File: src/hdl/lcdlp_defs.svh
`ifndef LCDLP_DEFS_SVH
`define LCDLP_DEFS_SVH

// Register byte offsets
`define LCDLP_OFF_LADDER 12'h000
`define LCDLP_OFF_MAIN 12'h004
`define LCDLP_OFF_STATUS 12'h008
`define LCDLP_OFF_MASK 12'h00C
`define LCDLP_OFF_PIXEL 12'h010
`define LCDLP_OFF_TIMING 12'h014

// Ladder control fields
`define LCDLP_LAD_A_HI 7
`define LCDLP_LAD_A_LO 6
`define LCDLP_LAD_B_HI 5
`define LCDLP_LAD_B_LO 4
`define LCDLP_LAD_LEN_HI 2
`define LCDLP_LAD_LEN_LO 0
`define LCDLP_LAD_RESET 8'h00
`define LCDLP_LAD_WMASK 8'hF7

// Main control fields
`define LCDLP_MAIN_EN 0
`define LCDLP_MAIN_WFT 1
`define LCDLP_MAIN_MUX_HI 3
`define LCDLP_MAIN_MUX_LO 2
`define LCDLP_MAIN_ACTIVE 4
`define LCDLP_MAIN_PIXEL_WRITE_ERROR_FLAG 5

// Status and mask bits
`define LCDLP_ST_SHUT 0
`define LCDLP_ST_FRAME 1
`define LCDLP_ST_PIXEL_WRITE_ERROR_FLAG 2

// Period lengths in low-frequency clocks
`define LCDLP_PERIOD_A 6'd16
`define LCDLP_PERIOD_B 6'd32

// Low-frequency tick rate
`define LCDLP_CLK_HZ 40000000
`define LCDLP_LF_HZ 32768
`define LCDLP_LF_DIV (`LCDLP_CLK_HZ / `LCDLP_LF_HZ)

`endif

File: src/hdl/lcdlp_pkg.sv
package lcdlp_pkg;

typedef enum logic [1:0] {
    LCDLP_PWR_OFF,
    LCDLP_PWR_LOW,
    LCDLP_PWR_MED,
    LCDLP_PWR_HIGH
} lcdlp_power_t;

typedef enum logic [1:0] {
    LCDLP_ST_IDLE,
    LCDLP_ST_RUN,
    LCDLP_ST_STOPPING
} lcdlp_state_t;

endpackage

File: src/hdl/lcdlp_top.sv
// Notes on behaviour
// - The interval A power field picks off, low, medium or high ladder drive during interval A.
// - The interval B power field picks the ladder drive during interval B with the same code.
// - The interval A length field counts how many low-frequency clocks interval A lasts.
// - With Type-A, length zero means always B, else n clocks of A then 16 minus n of B.
// - Ladder control bit 3 reads zero and every field resets to zero.
// - An interrupt is raised when the active flag falls from one to zero.
// - A frame starts at the leading edge of the first common line.
// - The frame flag sets once all pixel data of the frame has been read, before the boundary.
// - In Type-B the frame interrupt comes only at the end of whole phase intervals; here it comes once in every frame.
// - A pixel write while writes are disabled is dropped and sets the write-error flag.
// - No frame interrupt with Type-A, nor with Type-B in static drive.
//
// The address map and the APB interface to the registers were decided locally.
`timescale 1ns/1ps
`include "lcdlp_defs.svh"

module lcdlp_top #(
    parameter int LF_DIV = `LCDLP_LF_DIV,
    parameter int FRAME_CLKS = 32,
    parameter int FETCH_CLKS = 28,
    parameter int PIX_W = 8
) (
    input wire logic pclk,
    input wire logic presetn,
    input wire logic psel,
    input wire logic penable,
    input wire logic pwrite,
    input wire logic [11:0] paddr,
    input wire logic [31:0] pwdata,
    output logic [31:0] prdata,
    output logic pready,
    output logic pslverr,
    output logic [1:0] ladder_power,
    output logic ladder_in_a,
    output logic first_common_line,
    output logic [PIX_W-1:0] pixel_out,
    output logic irq
);

    // ==========================================
    // Registers and bus decode
    // ==========================================
    logic [7:0] ladder_r;
    logic enable_r;
    logic wft_r;
    logic [1:0] mux_r;
    logic active_r;
    logic pixel_write_error_flag_flag_r;
    logic [2:0] status_r;
    logic [2:0] mask_r;
    logic [PIX_W-1:0] pixel_r;
    logic [PIX_W-1:0] pixel_out_r;
    logic [5:0] per_cnt_r;
    logic [15:0] div_cnt_r;
    logic [7:0] frm_cnt_r;
    logic write_open_r;
    logic lf_tick;
    logic wr_acc;
    logic rd_acc;
    logic frame_irq_ok;
    logic frame_start;
    logic fetch_done;
    logic shut_evt;
    logic pix_bad_wr;
    logic [5:0] period_len;
    logic [31:0] rdata_nxt;
    logic mapped;
    lcdlp_pkg::lcdlp_state_t state_r;

    function automatic logic hit(input logic [11:0] a, input logic [11:0] off);
        hit = (a == off);
    endfunction

    assign wr_acc = psel && penable && pwrite;
    assign rd_acc = psel && !penable && !pwrite;
    assign mapped = hit(paddr, `LCDLP_OFF_LADDER) || hit(paddr, `LCDLP_OFF_MAIN) ||
                    hit(paddr, `LCDLP_OFF_STATUS) || hit(paddr, `LCDLP_OFF_MASK) ||
                    hit(paddr, `LCDLP_OFF_PIXEL) || hit(paddr, `LCDLP_OFF_TIMING);

    always_ff @(posedge pclk or negedge presetn) begin
        if (!presetn) begin
            pready <= 1'b0;
            pslverr <= 1'b0;
        end else begin
            pready <= psel && !penable;
            pslverr <= psel && !penable && !mapped;
        end
    end

    always_ff @(posedge pclk or negedge presetn) begin
        if (!presetn) begin
            ladder_r <= `LCDLP_LAD_RESET;
        end else if (wr_acc && pready && hit(paddr, `LCDLP_OFF_LADDER)) begin
            ladder_r <= pwdata[7:0] & `LCDLP_LAD_WMASK;
        end
    end

    always_ff @(posedge pclk or negedge presetn) begin
        if (!presetn) begin
            enable_r <= 1'b0;
            wft_r <= 1'b0;
            mux_r <= 2'h0;
        end else if (wr_acc && pready && hit(paddr, `LCDLP_OFF_MAIN)) begin
            enable_r <= pwdata[`LCDLP_MAIN_EN];
            wft_r <= pwdata[`LCDLP_MAIN_WFT];
            mux_r <= pwdata[`LCDLP_MAIN_MUX_HI:`LCDLP_MAIN_MUX_LO];
        end
    end

    always_ff @(posedge pclk or negedge presetn) begin
        if (!presetn) begin
            mask_r <= 3'h0;
        end else if (wr_acc && pready && hit(paddr, `LCDLP_OFF_MASK)) begin
            mask_r <= pwdata[2:0];
        end
    end

    always_comb begin
        rdata_nxt = 32'h0000_0000;
        if (hit(paddr, `LCDLP_OFF_LADDER)) begin
            rdata_nxt[7:0] = ladder_r;
        end else if (hit(paddr, `LCDLP_OFF_MAIN)) begin
            rdata_nxt[`LCDLP_MAIN_EN] = enable_r;
            rdata_nxt[`LCDLP_MAIN_WFT] = wft_r;
            rdata_nxt[`LCDLP_MAIN_MUX_HI:`LCDLP_MAIN_MUX_LO] = mux_r;
            rdata_nxt[`LCDLP_MAIN_ACTIVE] = active_r;
            rdata_nxt[`LCDLP_MAIN_PIXEL_WRITE_ERROR_FLAG] = pixel_write_error_flag_flag_r;
        end else if (hit(paddr, `LCDLP_OFF_STATUS)) begin
            rdata_nxt[2:0] = status_r;
        end else if (hit(paddr, `LCDLP_OFF_MASK)) begin
            rdata_nxt[2:0] = mask_r;
        end else if (hit(paddr, `LCDLP_OFF_PIXEL)) begin
            rdata_nxt[PIX_W-1:0] = pixel_r;
        end else if (hit(paddr, `LCDLP_OFF_TIMING)) begin
            rdata_nxt[5:0] = per_cnt_r;
            rdata_nxt[8] = write_open_r;
        end
    end

    always_ff @(posedge pclk or negedge presetn) begin
        if (!presetn) begin
            prdata <= 32'h0000_0000;
        end else if (rd_acc) begin
            prdata <= rdata_nxt;
        end
    end

    // ==========================================
    // Low-frequency tick and controller state
    // ==========================================
    assign lf_tick = (div_cnt_r == 16'(LF_DIV - 1));

    always_ff @(posedge pclk or negedge presetn) begin
        if (!presetn) begin
            div_cnt_r <= 16'h0000;
        end else if (lf_tick || state_r == lcdlp_pkg::LCDLP_ST_IDLE) begin
            div_cnt_r <= 16'h0000;
        end else begin
            div_cnt_r <= div_cnt_r + 16'h0001;
        end
    end

    // Shutdown finishes at a frame boundary so the glass is left without DC
    always_ff @(posedge pclk or negedge presetn) begin
        if (!presetn) begin
            state_r <= lcdlp_pkg::LCDLP_ST_IDLE;
        end else begin
            unique case (state_r)
                lcdlp_pkg::LCDLP_ST_IDLE: begin
                    if (enable_r) begin
                        state_r <= lcdlp_pkg::LCDLP_ST_RUN;
                    end
                end
                lcdlp_pkg::LCDLP_ST_RUN: begin
                    if (!enable_r) begin
                        state_r <= lcdlp_pkg::LCDLP_ST_STOPPING;
                    end
                end
                lcdlp_pkg::LCDLP_ST_STOPPING: begin
                    if (enable_r) begin
                        state_r <= lcdlp_pkg::LCDLP_ST_RUN;
                    end else if (frame_start) begin
                        state_r <= lcdlp_pkg::LCDLP_ST_IDLE;
                    end
                end
                default: begin
                    state_r <= lcdlp_pkg::LCDLP_ST_IDLE;
                end
            endcase
        end
    end

    always_ff @(posedge pclk or negedge presetn) begin
        if (!presetn) begin
            active_r <= 1'b0;
        end else begin
            active_r <= (state_r != lcdlp_pkg::LCDLP_ST_IDLE);
        end
    end

    assign shut_evt = active_r && (state_r == lcdlp_pkg::LCDLP_ST_IDLE);

    // ==========================================
    // Ladder power sequencing
    // ==========================================
    assign period_len = wft_r ? `LCDLP_PERIOD_B : `LCDLP_PERIOD_A;

    always_ff @(posedge pclk or negedge presetn) begin
        if (!presetn) begin
            per_cnt_r <= 6'd0;
        end else if (state_r == lcdlp_pkg::LCDLP_ST_IDLE) begin
            per_cnt_r <= 6'd0;
        end else if (lf_tick) begin
            if (per_cnt_r >= period_len - 6'd1) begin
                per_cnt_r <= 6'd0;
            end else begin
                per_cnt_r <= per_cnt_r + 6'd1;
            end
        end
    end

    always_ff @(posedge pclk or negedge presetn) begin
        if (!presetn) begin
            ladder_in_a <= 1'b0;
            ladder_power <= 2'h0;
        end else if (state_r == lcdlp_pkg::LCDLP_ST_IDLE) begin
            ladder_in_a <= 1'b0;
            ladder_power <= 2'h0;
        end else if (per_cnt_r < {3'd0, ladder_r[`LCDLP_LAD_LEN_HI:`LCDLP_LAD_LEN_LO]}) begin
            ladder_in_a <= 1'b1;
            ladder_power <= ladder_r[`LCDLP_LAD_A_HI:`LCDLP_LAD_A_LO];
        end else begin
            ladder_in_a <= 1'b0;
            ladder_power <= ladder_r[`LCDLP_LAD_B_HI:`LCDLP_LAD_B_LO];
        end
    end

    // ==========================================
    // Frame timing and pixel writes
    // ==========================================
    // Frames count FRAME_CLKS low-frequency clocks whatever the waveform type, so Type-B interrupts come once per frame
    always_ff @(posedge pclk or negedge presetn) begin
        if (!presetn) begin
            frm_cnt_r <= 8'd0;
        end else if (state_r == lcdlp_pkg::LCDLP_ST_IDLE) begin
            frm_cnt_r <= 8'd0;
        end else if (lf_tick) begin
            if (frm_cnt_r == 8'(FRAME_CLKS - 1)) begin
                frm_cnt_r <= 8'd0;
            end else begin
                frm_cnt_r <= frm_cnt_r + 8'd1;
            end
        end
    end

    assign frame_start = lf_tick && (frm_cnt_r == 8'(FRAME_CLKS - 1));
    assign fetch_done = lf_tick && (frm_cnt_r == 8'(FETCH_CLKS - 1));
    assign frame_irq_ok = wft_r && (mux_r != 2'h0);

    always_ff @(posedge pclk or negedge presetn) begin
        if (!presetn) begin
            first_common_line <= 1'b0;
        end else if (state_r == lcdlp_pkg::LCDLP_ST_IDLE) begin
            first_common_line <= 1'b0;
        end else if (frame_start) begin
            first_common_line <= 1'b1;
        end else if (lf_tick) begin
            first_common_line <= 1'b0;
        end
    end

    // Window opens at the interrupt and closes when the next fetch begins
    always_ff @(posedge pclk or negedge presetn) begin
        if (!presetn) begin
            write_open_r <= 1'b1;
        end else if (!frame_irq_ok || state_r == lcdlp_pkg::LCDLP_ST_IDLE) begin
            write_open_r <= 1'b1;
        end else if (fetch_done) begin
            write_open_r <= 1'b1;
        end else if (frame_start) begin
            write_open_r <= 1'b0;
        end
    end

    assign pix_bad_wr = wr_acc && pready && hit(paddr, `LCDLP_OFF_PIXEL) && !write_open_r;

    always_ff @(posedge pclk or negedge presetn) begin
        if (!presetn) begin
            pixel_r <= '0;
        end else if (wr_acc && pready && hit(paddr, `LCDLP_OFF_PIXEL) && write_open_r) begin
            pixel_r <= pwdata[PIX_W-1:0];
        end
    end

    always_ff @(posedge pclk or negedge presetn) begin
        if (!presetn) begin
            pixel_out_r <= '0;
        end else if (frame_start) begin
            pixel_out_r <= pixel_r;
        end
    end

    assign pixel_out = pixel_out_r;

    // Error flag: set wins over clear by writing zero
    always_ff @(posedge pclk or negedge presetn) begin
        if (!presetn) begin
            pixel_write_error_flag_flag_r <= 1'b0;
        end else if (pix_bad_wr) begin
            pixel_write_error_flag_flag_r <= 1'b1;
        end else if (wr_acc && pready && hit(paddr, `LCDLP_OFF_MAIN) && !pwdata[`LCDLP_MAIN_PIXEL_WRITE_ERROR_FLAG]) begin
            pixel_write_error_flag_flag_r <= 1'b0;
        end
    end

    // ==========================================
    // Interrupts
    // ==========================================
    logic [2:0] evt;
    logic [2:0] w1c;

    assign evt = {pix_bad_wr, fetch_done && frame_irq_ok, shut_evt};
    assign w1c = (wr_acc && pready && hit(paddr, `LCDLP_OFF_STATUS)) ? pwdata[2:0] : 3'h0;

    always_ff @(posedge pclk or negedge presetn) begin
        if (!presetn) begin
            status_r <= 3'h0;
        end else begin
            status_r <= evt | (status_r & ~w1c);
        end
    end

    always_ff @(posedge pclk or negedge presetn) begin
        if (!presetn) begin
            irq <= 1'b0;
        end else begin
            irq <= |((evt | (status_r & ~w1c)) & mask_r);
        end
    end

endmodule

File: config.mk
export PLATFORM = sky130hd
export DESIGN_NAME = lcdlp_top
export DESIGN_NICKNAME = d
export VERILOG_FILES = /design/src/hdl/lcdlp_pkg.sv /design/src/hdl/lcdlp_top.sv
export VERILOG_INCLUDE_DIRS = /design/src /design/src/hdl
export SDC_FILE = /design/constraint.sdc
export NUM_CORES = 1
export LEC_CHECK = 0
export BUFFER_PORTS_ARGS = -buffer_cell sky130_fd_sc_hd__buf_2
export CORE_UTILIZATION = 50
export CTS_CLUSTER_SIZE = 30
export DETAILED_ROUTE_END_ITERATION = 12
export GPL_ROUTABILITY_DRIVEN = 0
export PLACE_DENSITY = 0.77
export SETUP_SLACK_MARGIN = 0.5
export SYNTH_ARGS = -nofsm -noshare
export SYNTH_HDL_FRONTEND = slang
export SYNTH_SLANG_ARGS = --single-unit
File: constraint.sdc
create_clock -name pclk -period 5.5 [get_ports pclk]
set_clock_uncertainty 0.15 [all_clocks]
set_input_delay 1.65 -clock pclk [delete_from_list [all_inputs] [get_ports pclk]]
set_output_delay 1.65 -clock pclk [all_outputs]
set_load 0.005 [all_outputs]
==> impl_metrics.yaml, run 1 <==
outcome:
  status: "completed"
cts:
  ctsResizeCount: 0
  cts_sinks: 84
  root_buffer: "clkbuf_8"
  hold_buffers: 0
  clk_latency_ps: 380
  htree_levels: 3
  cts_buffer_depth: 2
  cts_tree: "done"
  clkTransAtPathRegs_ps: 90
  cts_setup_buffers: 0
  cts_buffers: 9
grt:
  antenna_found_initial: 0
  grt.total_usage: 0.207
  grt_pass1_wl_um: 13700
  grt_max_degree: 85
  first_global_vias: 2821
  grt_overflow: 0
die:
  die_w_um: 93.2
  start_util: 0.528
  num_rows: 32
  die-area_um2: 8690
  fp.dieH_um: 93.2
  ios: 96
  coreArea_um2: 7890
drt:
  remaining_drc_errors: 0
  route.met3.wl_um: 613
  drt_iter0_drc: 212
  wirelength_met1_um: 3830
  wl_met2_um: 3540
  dr.max_layer_used: "met4"
  num_vias: 2997
  ant_nets: 0
  wire_per_inst_um: 14.8
  avgViaCountPerCell: 5.47
  wirelength_um: 8090
  first_pass_iters: 5
job:
  drv_cap: 0
worst_setup_path:
  crit_arrival_ps: 3750
  critPathLaunchType: "primary input"
  crit_required_ps: 5610
  path_class: "in -> reg"
  worstSetupEndpointType: "flop"
  critPathMaxFanout: 11
sta:
  hold_viol: 0
  rsz0062_at_grt: "no"
  finalSetupViolCount: 0
  period_needed_ps: 3640
  setup-tns-final_ps: 0
  max_freq_mhz: 274
  max_slew.worst_pin.slew_ps: 1020
  fin_crit_sh: 0.663
  finalMaxSlewViolations: 0
  slew_headroom: 0.318
finish:
  seq_area_um2: 2100
  nFillCells: 652
  area_delta_synth_final_pct: 10.8
  diodes: 0
  drive_above_1_share: 0.173
  utilization: 0.585
  multi_input_area_um2: 1830
  postLayoutCellArea_um2: 4610
  nets: 496
synth:
  yosysTopAreaCellShare: 0.499
  syn_area_um2: 4160
  async_flop_share: 1.00
  seq_area_frac_synth: 0.505
  syn-instance-count: 396
  synth_cell_types: 58
  yosys_most_used_dff: "dfrtp_1"
  synth_edf_count: 0
  synth_top_cell_by_area: "dfrtp_1"
  synth_area_leaders: "dfrtp_1, mux2_1, buf_4"
  yosys_warnings: 0
  ys_ff_latch: 84
  syn_area_per_cell_um2: 10.5
power_and_ir_drop:
  p_sw_w: 0.000284
  pwr-share-clk: 0.414
  switching_share: 0.249
  power_leakage_nw: 2.25
  power_density_nw_per_um2: 247
  ir_drop_mv: 0.148
  power_frac_comb: 0.042
  p_seq_frac: 0.544
  internal_power_w: 0.000856
placed_design:
  placed_area_um2: 4400
  hpwl_um: 5740
  numPortBuffers: 48
worst_hold_path:
  hold_path.class: "reg -> reg"
-- registers in the layout, indices dropped and copies added (netlist names), 2 cells and up --
| register | cells |
|---|---|
| div_cnt_r | 16 |
| frm_cnt_r | 8 |
| ladder_power | 2 |
| ladder_r | 7 |
| mask_r | 3 |
| mux_r | 2 |
| per_cnt_r | 6 |
| pixel_out | 8 |
| pixel_r | 8 |
| prdata | 9 |
| state_r | 2 |
| status_r | 3 |
-- power groups by stage --
stage	sequential (W)	combinational (W)	clock (W)
finish	0.000620	0.0000475	0.000472
global route	0.000620	0.0000550	0.000507
CTS	0.000620	0.0000481	0.000482
detailed placement	0.000632	0.0000478	0
global placement	0.000632	0.0000469	0
floorplan	0.000632	0.0000335	0
-- cells by family after synthesis --
logic type / after synthesis / share of synthesized area
and+or+nand+nor: 130 / 0.162
DFF: 84 / 0.505
buffers and inverters: 60 / 0.0758
AOI/OAI and AO/OA: 57 / 0.0875
muxes: 42 / 0.116
xor gates and xnor gates: 16 / 0.0337
adders and majority gates: 6 / 0.0180
other: 1 / 0.000901
-- path summary, 6_finish.rpt --
kind | startpoint | endpoint | slack, ps | cells past startpoint
max | paddr[7] | pixel_r[6]$_DFFE_PN0P_ | 1860 | 6
min | prdata[8]$_DFFE_PN0P_ | prdata[8]$_DFFE_PN0P_ | 330 | 2
max reg2reg | div_cnt_r[0]$_DFF_PN0_ | frm_cnt_r[6]$_DFFE_PN0N_ | 2640 | 7
min reg2reg | prdata[8]$_DFFE_PN0P_ | prdata[8]$_DFFE_PN0P_ | 330 | 2
max in group asynchronous | presetn | ladder_r[0]$_DFFE_PN0P_ | 3250 | 1
min in group asynchronous | presetn | prdata[6]$_DFFE_PN0P_ | 1300 | 1
-- layout make-up --
type,instances,share of cell area
Clock buffer,9,0.0269
Clock inverter,7,0.0190
Inverter,21,0.0171
Multi-Input combinational cell,274,0.396
Sequential cell,84,0.456
Tap cell,102,0.0277
Timing Repair Buffer,51,0.0575
-- routing by layer --
metal	vias to the layer above	global-route usage
met5	-	0
met4	0	0.0744
met3	9	0.0553
met2	133	0.302
met1	1422	0.299
li1	1433	-
-- Yosys cell counts, types with 3 or more instances --
master and n:
ha_1 6, clkbuf_1 14, nand2_1 22, a21oi_1 8, nor3_1 8, and3_1 6
buf_4 24, inv_1 19, nand2b_1 6, xor2_1 6, nor4_1 5, o21ai_1 13
mux2_1 30, mux2i_1 9, or3_1 6, o21ai_0 12, nand4_1 5, xnor2_1 10
nand3_1 17, nor2_1 35, o31ai_1 5, nor2b_1 3, dfrtp_1 83
-- layout by cell type, fill, tap and decap left out, types with 5 or more instances in the layout --
| cell type | netlist | final |
|---|---|---|
| o31ai_1 | 5 | 5 |
| nand3_1 | 17 | 17 |
| xnor2_1 | 10 | 10 |
| nand2_1 | 22 | 22 |
| xor2_1 | 6 | 6 |
| inv_1 | 19 | 19 |
| conb_1 | 1 | 23 |
| ha_1 | 6 | 6 |
| or3_1 | 6 | 6 |
| clkbuf_8 | 0 | 9 |
| o21ai_0 | 12 | 12 |
| nor3_1 | 8 | 8 |
| nor4_1 | 5 | 5 |
| o21ai_1 | 13 | 13 |
| mux2i_1 | 9 | 9 |
| nor2_1 | 35 | 35 |
| mux2_1 | 30 | 30 |
| a21oi_1 | 8 | 8 |
| nand4_1 | 5 | 5 |
| and3_1 | 6 | 6 |
| dfrtp_1 | 83 | 83 |
| nand2b_1 | 6 | 6 |
| buf_2 | 0 | 47 |
-- metrics by stage --
stage | cells | hold WS [ps] | power (W) | worst slack (ps)
2_1_floorplan | 418 | 278 | 0.000666 | 2150
3_3_place_gp | 532 | 310 | 0.000679 | 1550
3_5_place_dp | 532 | 315 | 0.000680 | 1470
4_1_cts | 548 | 335 | 0.00115 | 1860
5_1_grt | 548 | 359 | 0.00118 | 1720
6_report | 548 | 333 | 0.00114 | 1860
-- critical path: stages --
cell	delay [ps]
buf_2	100
nor4_1	340
and3_1	510
nand2_1	200
or3_1	570
mux2_1	380
Power figures use the tool's default switching activity.
==> run 2: changes to the inputs <==
Settings changed: ABC_AREA set to 1, PLACE_DENSITY 0.77 to 0.76.
Clock period 5.5 ns to 3.6 ns, I/O delays scaled along.
==> impl_metrics.yaml, run 2 <==
drt:
  avgViaCountPerCell: 5.23
  drt_iter0_drc: 248
  wirelength_um: 9910
  ant_nets: 0
  first_pass_iters: 11
  wire_per_inst_um: 13.9
  remaining_drc_errors: 3
  num_vias: 3719
synth:
  yosysMostFrequentCell: "nand2_1"
  yosys_warnings: 0
  syn-instance-count: 548
  synth_top_cell_by_area: "dfrtp_1"
  syn_area_per_cell_um2: 8.43
  async_flop_share: 1.00
  syn_area_um2: 4620
  synth_cell_types: 47
  synth_common_cells: "nand2_1, dfrtp_1, inv_1"
  yosysTopAreaCellShare: 0.450
  seq_area_frac_synth: 0.455
  synth_edf_count: 0
  ys_ff_latch: 84
  synth_area_leaders: "dfrtp_1, nand2_1, inv_1"
  yosys_most_used_dff: "dfrtp_1"
die:
  coreArea_um2: 8850
  ios: 96
  num_rows: 34
  fp.dieH_um: 98.1
  die-area_um2: 9620
  die_w_um: 98.1
  start_util: 0.522
finish:
  nets: 653
  area_delta_synth_final_pct: 9.29
  final_cell_mix: "nand2_1, dfrtp_1, inv_1"
  largest_reg_flops: 16
  diodes: 0
  drive_above_1_share: 0.219
  largest_register: "div_cnt_r"
  reg_top3: "div_cnt_r x16, prdata x9"
  mostFrequentLayoutCell: "nand2_1"
sta:
  setup-tns-final_ps: 0
  finalSetupViolCount: 0
  finalMaxSlewViolations: 0
  max_freq_mhz: 441
  hold_slack_ps: 334
  fin_crit_sh: 0.630
  rsz0062_at_grt: "no"
  hold_viol: 0
  period_needed_ps: 2270
worst_setup_path:
  critPathLaunchType: "primary input"
  critPathMaxFanout: 15
  r2r_slack_ps: 1550
  crit_required_ps: 3710
  worstSetupEndpointType: "flop"
  crit_arrival_ps: 2380
  r2r_start: "div_cnt_r[0]$_DFF_PN0_"
  reg2regPathDepth: 10
  r2r_end: "per_cnt_r[4]$_DFFE_PN0N_"
  path_class: "in -> reg"
grt:
  grt.total_usage: 0.220
  antenna_found_initial: 0
  grt_overflow: 0
  grt_pass1_wl_um: 16800
  grt_max_degree: 85
  first_global_vias: 3663
placed_design:
  numPortBuffers: 48
  hpwl_um: 7280
cts:
  ctsResizeCount: 0
  cts_buffer_depth: 2
  cts_tree: "done"
  cts_setup_buffers: 0
  cts_buffers: 9
  cts_sinks: 84
  root_buffer: "clkbuf_8"
  htree_levels: 3
  clk_latency_ps: 360
  clkTransAtPathRegs_ps: 90
  hold_buffers: 0
power_and_ir_drop:
  p_total_w: 0.00174
  power_density_nw_per_um2: 345
  power_leakage_nw: 2.45
  ir_drop_mv: 0.198
worst_hold_path:
  min-delay-start: "prdata[6]$_DFFE_PN0P_"
  whs_path_depth: 2
  hold_path.class: "reg -> reg"
  hold_path_end: "prdata[6]$_DFFE_PN0P_"
outcome:
  status: "complete, but fails checks"
  failed_checks: "DRC"
job:
  drv_cap: 0
==> run 2: area by class of cell <==
| type | instances | area [um2] |
|---|---|---|
| repair buffers | 49 | 263 |
| fillers | 788 | 3800 |
| multi-input cells | 385 | 2080 |
| clock inverters | 7 | 80.1 |
| flip-flops and latches | 84 | 2100 |
| inverters | 69 | 260 |
| clock buffers | 9 | 124 |
| well taps | 108 | 135 |
==> run 2: stage by stage <==
step / instance area (um2) / util / setup WS [ps] / std cells
floorplan: 4700 / - / 1350 / 570
global placement: 4840 / 0.547 / 1000 / 695
detailed placement: 4840 / 0.547 / 972 / 695
CTS: 5050 / 0.570 / 1360 / 711
global route: 5050 / 0.570 / 1220 / 711
finish: 5050 / 0.570 / 1330 / 711
==> run 2: cells by family after synthesis <==
| family | after synthesis | synth area share |
|---|---|---|
| compound gates | 90 | 0.116 |
| xor+xnor | 3 | 0.00569 |
| flops | 84 | 0.455 |
| other cells | 1 | 0.000812 |
| fa+ha+maj | 6 | 0.0163 |
| simple gates | 263 | 0.295 |
| buf+inv | 101 | 0.112 |
==> run 2: worst max-delay path, stage by stage <==
cell      delay, ps
buf_2           100
nor2_2          170
nand2_4         120
nor2_8          280
nand2_2         210
nand2_1         200
o21bai_1        160
nand2_1          70
==> run 2: worst max-delay path by stage <==
stage | from | endpoint
global route | paddr[11] | irq$_DFF_PN0_
detailed placement | paddr[11] | prdata[5]$_DFFE_PN0P_
CTS | paddr[11] | irq$_DFF_PN0_
floorplan | paddr[11] | pixel_r[6]$_DFFE_PN0P_
global placement | paddr[11] | prdata[3]$_DFFE_PN0P_
finish | paddr[11] | prdata[3]$_DFFE_PN0P_
==> run 2: report_power, final <==
part / switching [W] / internal, W / leakage (nW) / total, W
Clock: 0.000373 / 0.000330 / 0.102 / 0.000703
Combinational: 0.0000608 / 0.0000273 / 1.19 / 0.0000881
Sequential: 0.00000303 / 0.000948 / 1.15 / 0.000951
==> run 2: layer usage <==
layer  global-route usage  part of all wire  vias to the layer above
met2                0.380              0.50                      114
met1                0.275              0.44                     1752
met3               0.0344             0.047                       13
li1                     -                 -                     1840
met5                    0                 0                        -
met4               0.0886             0.012                        0
==> run 3: changes to the inputs <==
Settings changed: ABC_AREA 1 to 0, PLACE_DENSITY 0.76 to 0.77.
Clock period 3.6 ns to 2.2 ns, I/O delays scaled along.
==> impl_metrics.yaml, run 3 (synthesis gave the netlist of run 1 again) <==
die:
  coreArea_um2: 7890
  fp.dieH_um: 93.2
  start_util: 0.528
  num_rows: 32
  ios: 96
  die_w_um: 93.2
  die-area_um2: 8690
grt:
  grt_overflow: 0
  grt_util_met2: 0.398
  first_global_vias: 3435
  grt.total_usage: 0.253
  grt_pass1_wl_um: 16800
  antenna_found_initial: 0
  grt_max_degree: 41
  met1_usage: 0.347
  grt_use_met3: 0.0472
  busiest_layer: "met2"
sta:
  slew_headroom: 0.653
  rsz0062_at_grt: "yes"
  timing.final.ws_setup_ps: -352
  max_slew.worst_pin.slew_ps: 515
  setup-tns-final_ps: -8350
  finalSetupViolCount: 43
  hold_viol: 0
  period_needed_ps: 2550
  max_freq_mhz: 392
  finalMaxSlewViolations: 0
  hold_slack_ps: 90.6
  fin_crit_sh: 1.16
drt:
  wirelength_um: 10800
  avgViaCountPerCell: 5.63
  first_pass_iters: 4
  wire_per_inst_um: 17.4
  drt_iter0_drc: 226
  num_vias: 3513
  remaining_drc_errors: 0
  ant_nets: 0
worst_setup_path:
  crit_required_ps: 2310
  crit_arrival_ps: 2660
  path_class: "reg -> reg"
  critPathLaunchType: "flop"
  worstSetupEndpointType: "flop"
  critPathMaxFanout: 10
cts:
  cts_buffers: 9
  cts_tree: "done"
  htree_levels: 3
  clk_latency_ps: 370
  root_buffer: "clkbuf_8"
  clkTransAtPathRegs_ps: 100
  cts_sinks: 84
  hold_buffers: 0
  cts_buffer_depth: 2
placed_design:
  dpl_worst_slack_ps: -334
  hpwl_um: 6710
  placed_area_um2: 4960
  numPortBuffers: 48
finish:
  final_cell_mix: "dfrtp_1, buf_4, buf_2"
  largest_register: "div_cnt_r"
  nets: 572
  reg_top3: "div_cnt_r x16, prdata x9"
  largest_reg_flops: 16
  area_delta_synth_final_pct: 38.6
  utilization: 0.731
  drive_above_1_share: 0.429
  postLayoutCellArea_um2: 5770
  diodes: 0
  mostFrequentLayoutCell: "dfrtp_1"
outcome:
  failed_checks: "setup timing"
  status: "complete, but fails checks"
job:
  drv_cap: 0
power_and_ir_drop:
  power_density_nw_per_um2: 508
  ir_drop_mv: 0.296
  power_leakage_nw: 2.84
worst_hold_path:
  hold_path.class: "in -> async"
## run 3: cell types whose count changed in the layout (fill, tap and decap cells not counted), moves of 8 or more
cell / previous run / this run
mux2_1: 0 / 8
nor2_1: 40 / 22
buf_6: 0 / 20
inv_1: 59 / 17
o21ai_2: 11 / 3
buf_4: 1 / 56
a21oi_1: 15 / 6
mux2_4: 0 / 23
o21ai_0: 34 / 10
mux2i_1: 0 / 9
nand2_1: 125 / 21
xnor2_1: 0 / 10
nand3_1: 31 / 12
## run 3: report_power, final
part	internal, W	leakage [nW]	total (W)	switching [W]
logic	0.0000661	1.57	0.000176	0.000109
registers	0.00155	1.16	0.00155	0.00000279
clock network	0.000555	0.109	0.00120	0.000649
## run 3: worst max-delay path: stages, from the launching register on
cell and delay, ps:
dfrtp_1 380, ha_2 200, or3b_4 390, or4_4 590
nor3_4 220, buf_12 160, mux2_1 330
## run 3: layer usage
layer  part of all wire  vias up
met5                  0        -
met4              0.016        0
met3              0.058       22
met2               0.50      139
met1               0.42     1766
li1                   -     1586
## run 3: metrics by stage
stage	cells	total power (W)
3_3_place_gp	582	0.00173
5_1_grt	624	0.00301
4_1_cts	614	0.00292
3_5_place_dp	582	0.00173
6_report	624	0.00293
2_1_floorplan	418	0.00168
## run 3: what timing repair did
action	CTS	global route
gates resized for setup	57	36
pin swaps	7	15
cloned	0	1
setup endpoints to repair	81	94
buffers inserted	16	9
## run 3: cell type report
cell class	instances	area, um2
multi-input combinational	274	2240
fill	481	2120
sequential	84	2100
timing repair buffer	127	1010
tap	102	128
clock buffer	9	124
clock inverter	7	87.6
inverter	21	78.8
## run 3: final timing paths
path                                          startpoint                        to  slack [ps]  depth (start not counted)
worst max-delay path              div_cnt_r[1]$_DFF_PN0_  pixel_out[5]$_DFFE_PN0P_        -350                          6
worst min-delay path                             presetn     prdata[5]$_DFFE_PN0P_          90                          1
worst max register to register    div_cnt_r[1]$_DFF_PN0_  pixel_out[5]$_DFFE_PN0P_        -350                          6
worst min register to register  pixel_out[4]$_DFFE_PN0P_  pixel_out[4]$_DFFE_PN0P_         340                          1
max in group asynchronous                        presetn    pixel_r[1]$_DFFE_PN0P_        1220                          2
min in group pclk                                penable          pready$_DFF_PN0_         330                          2
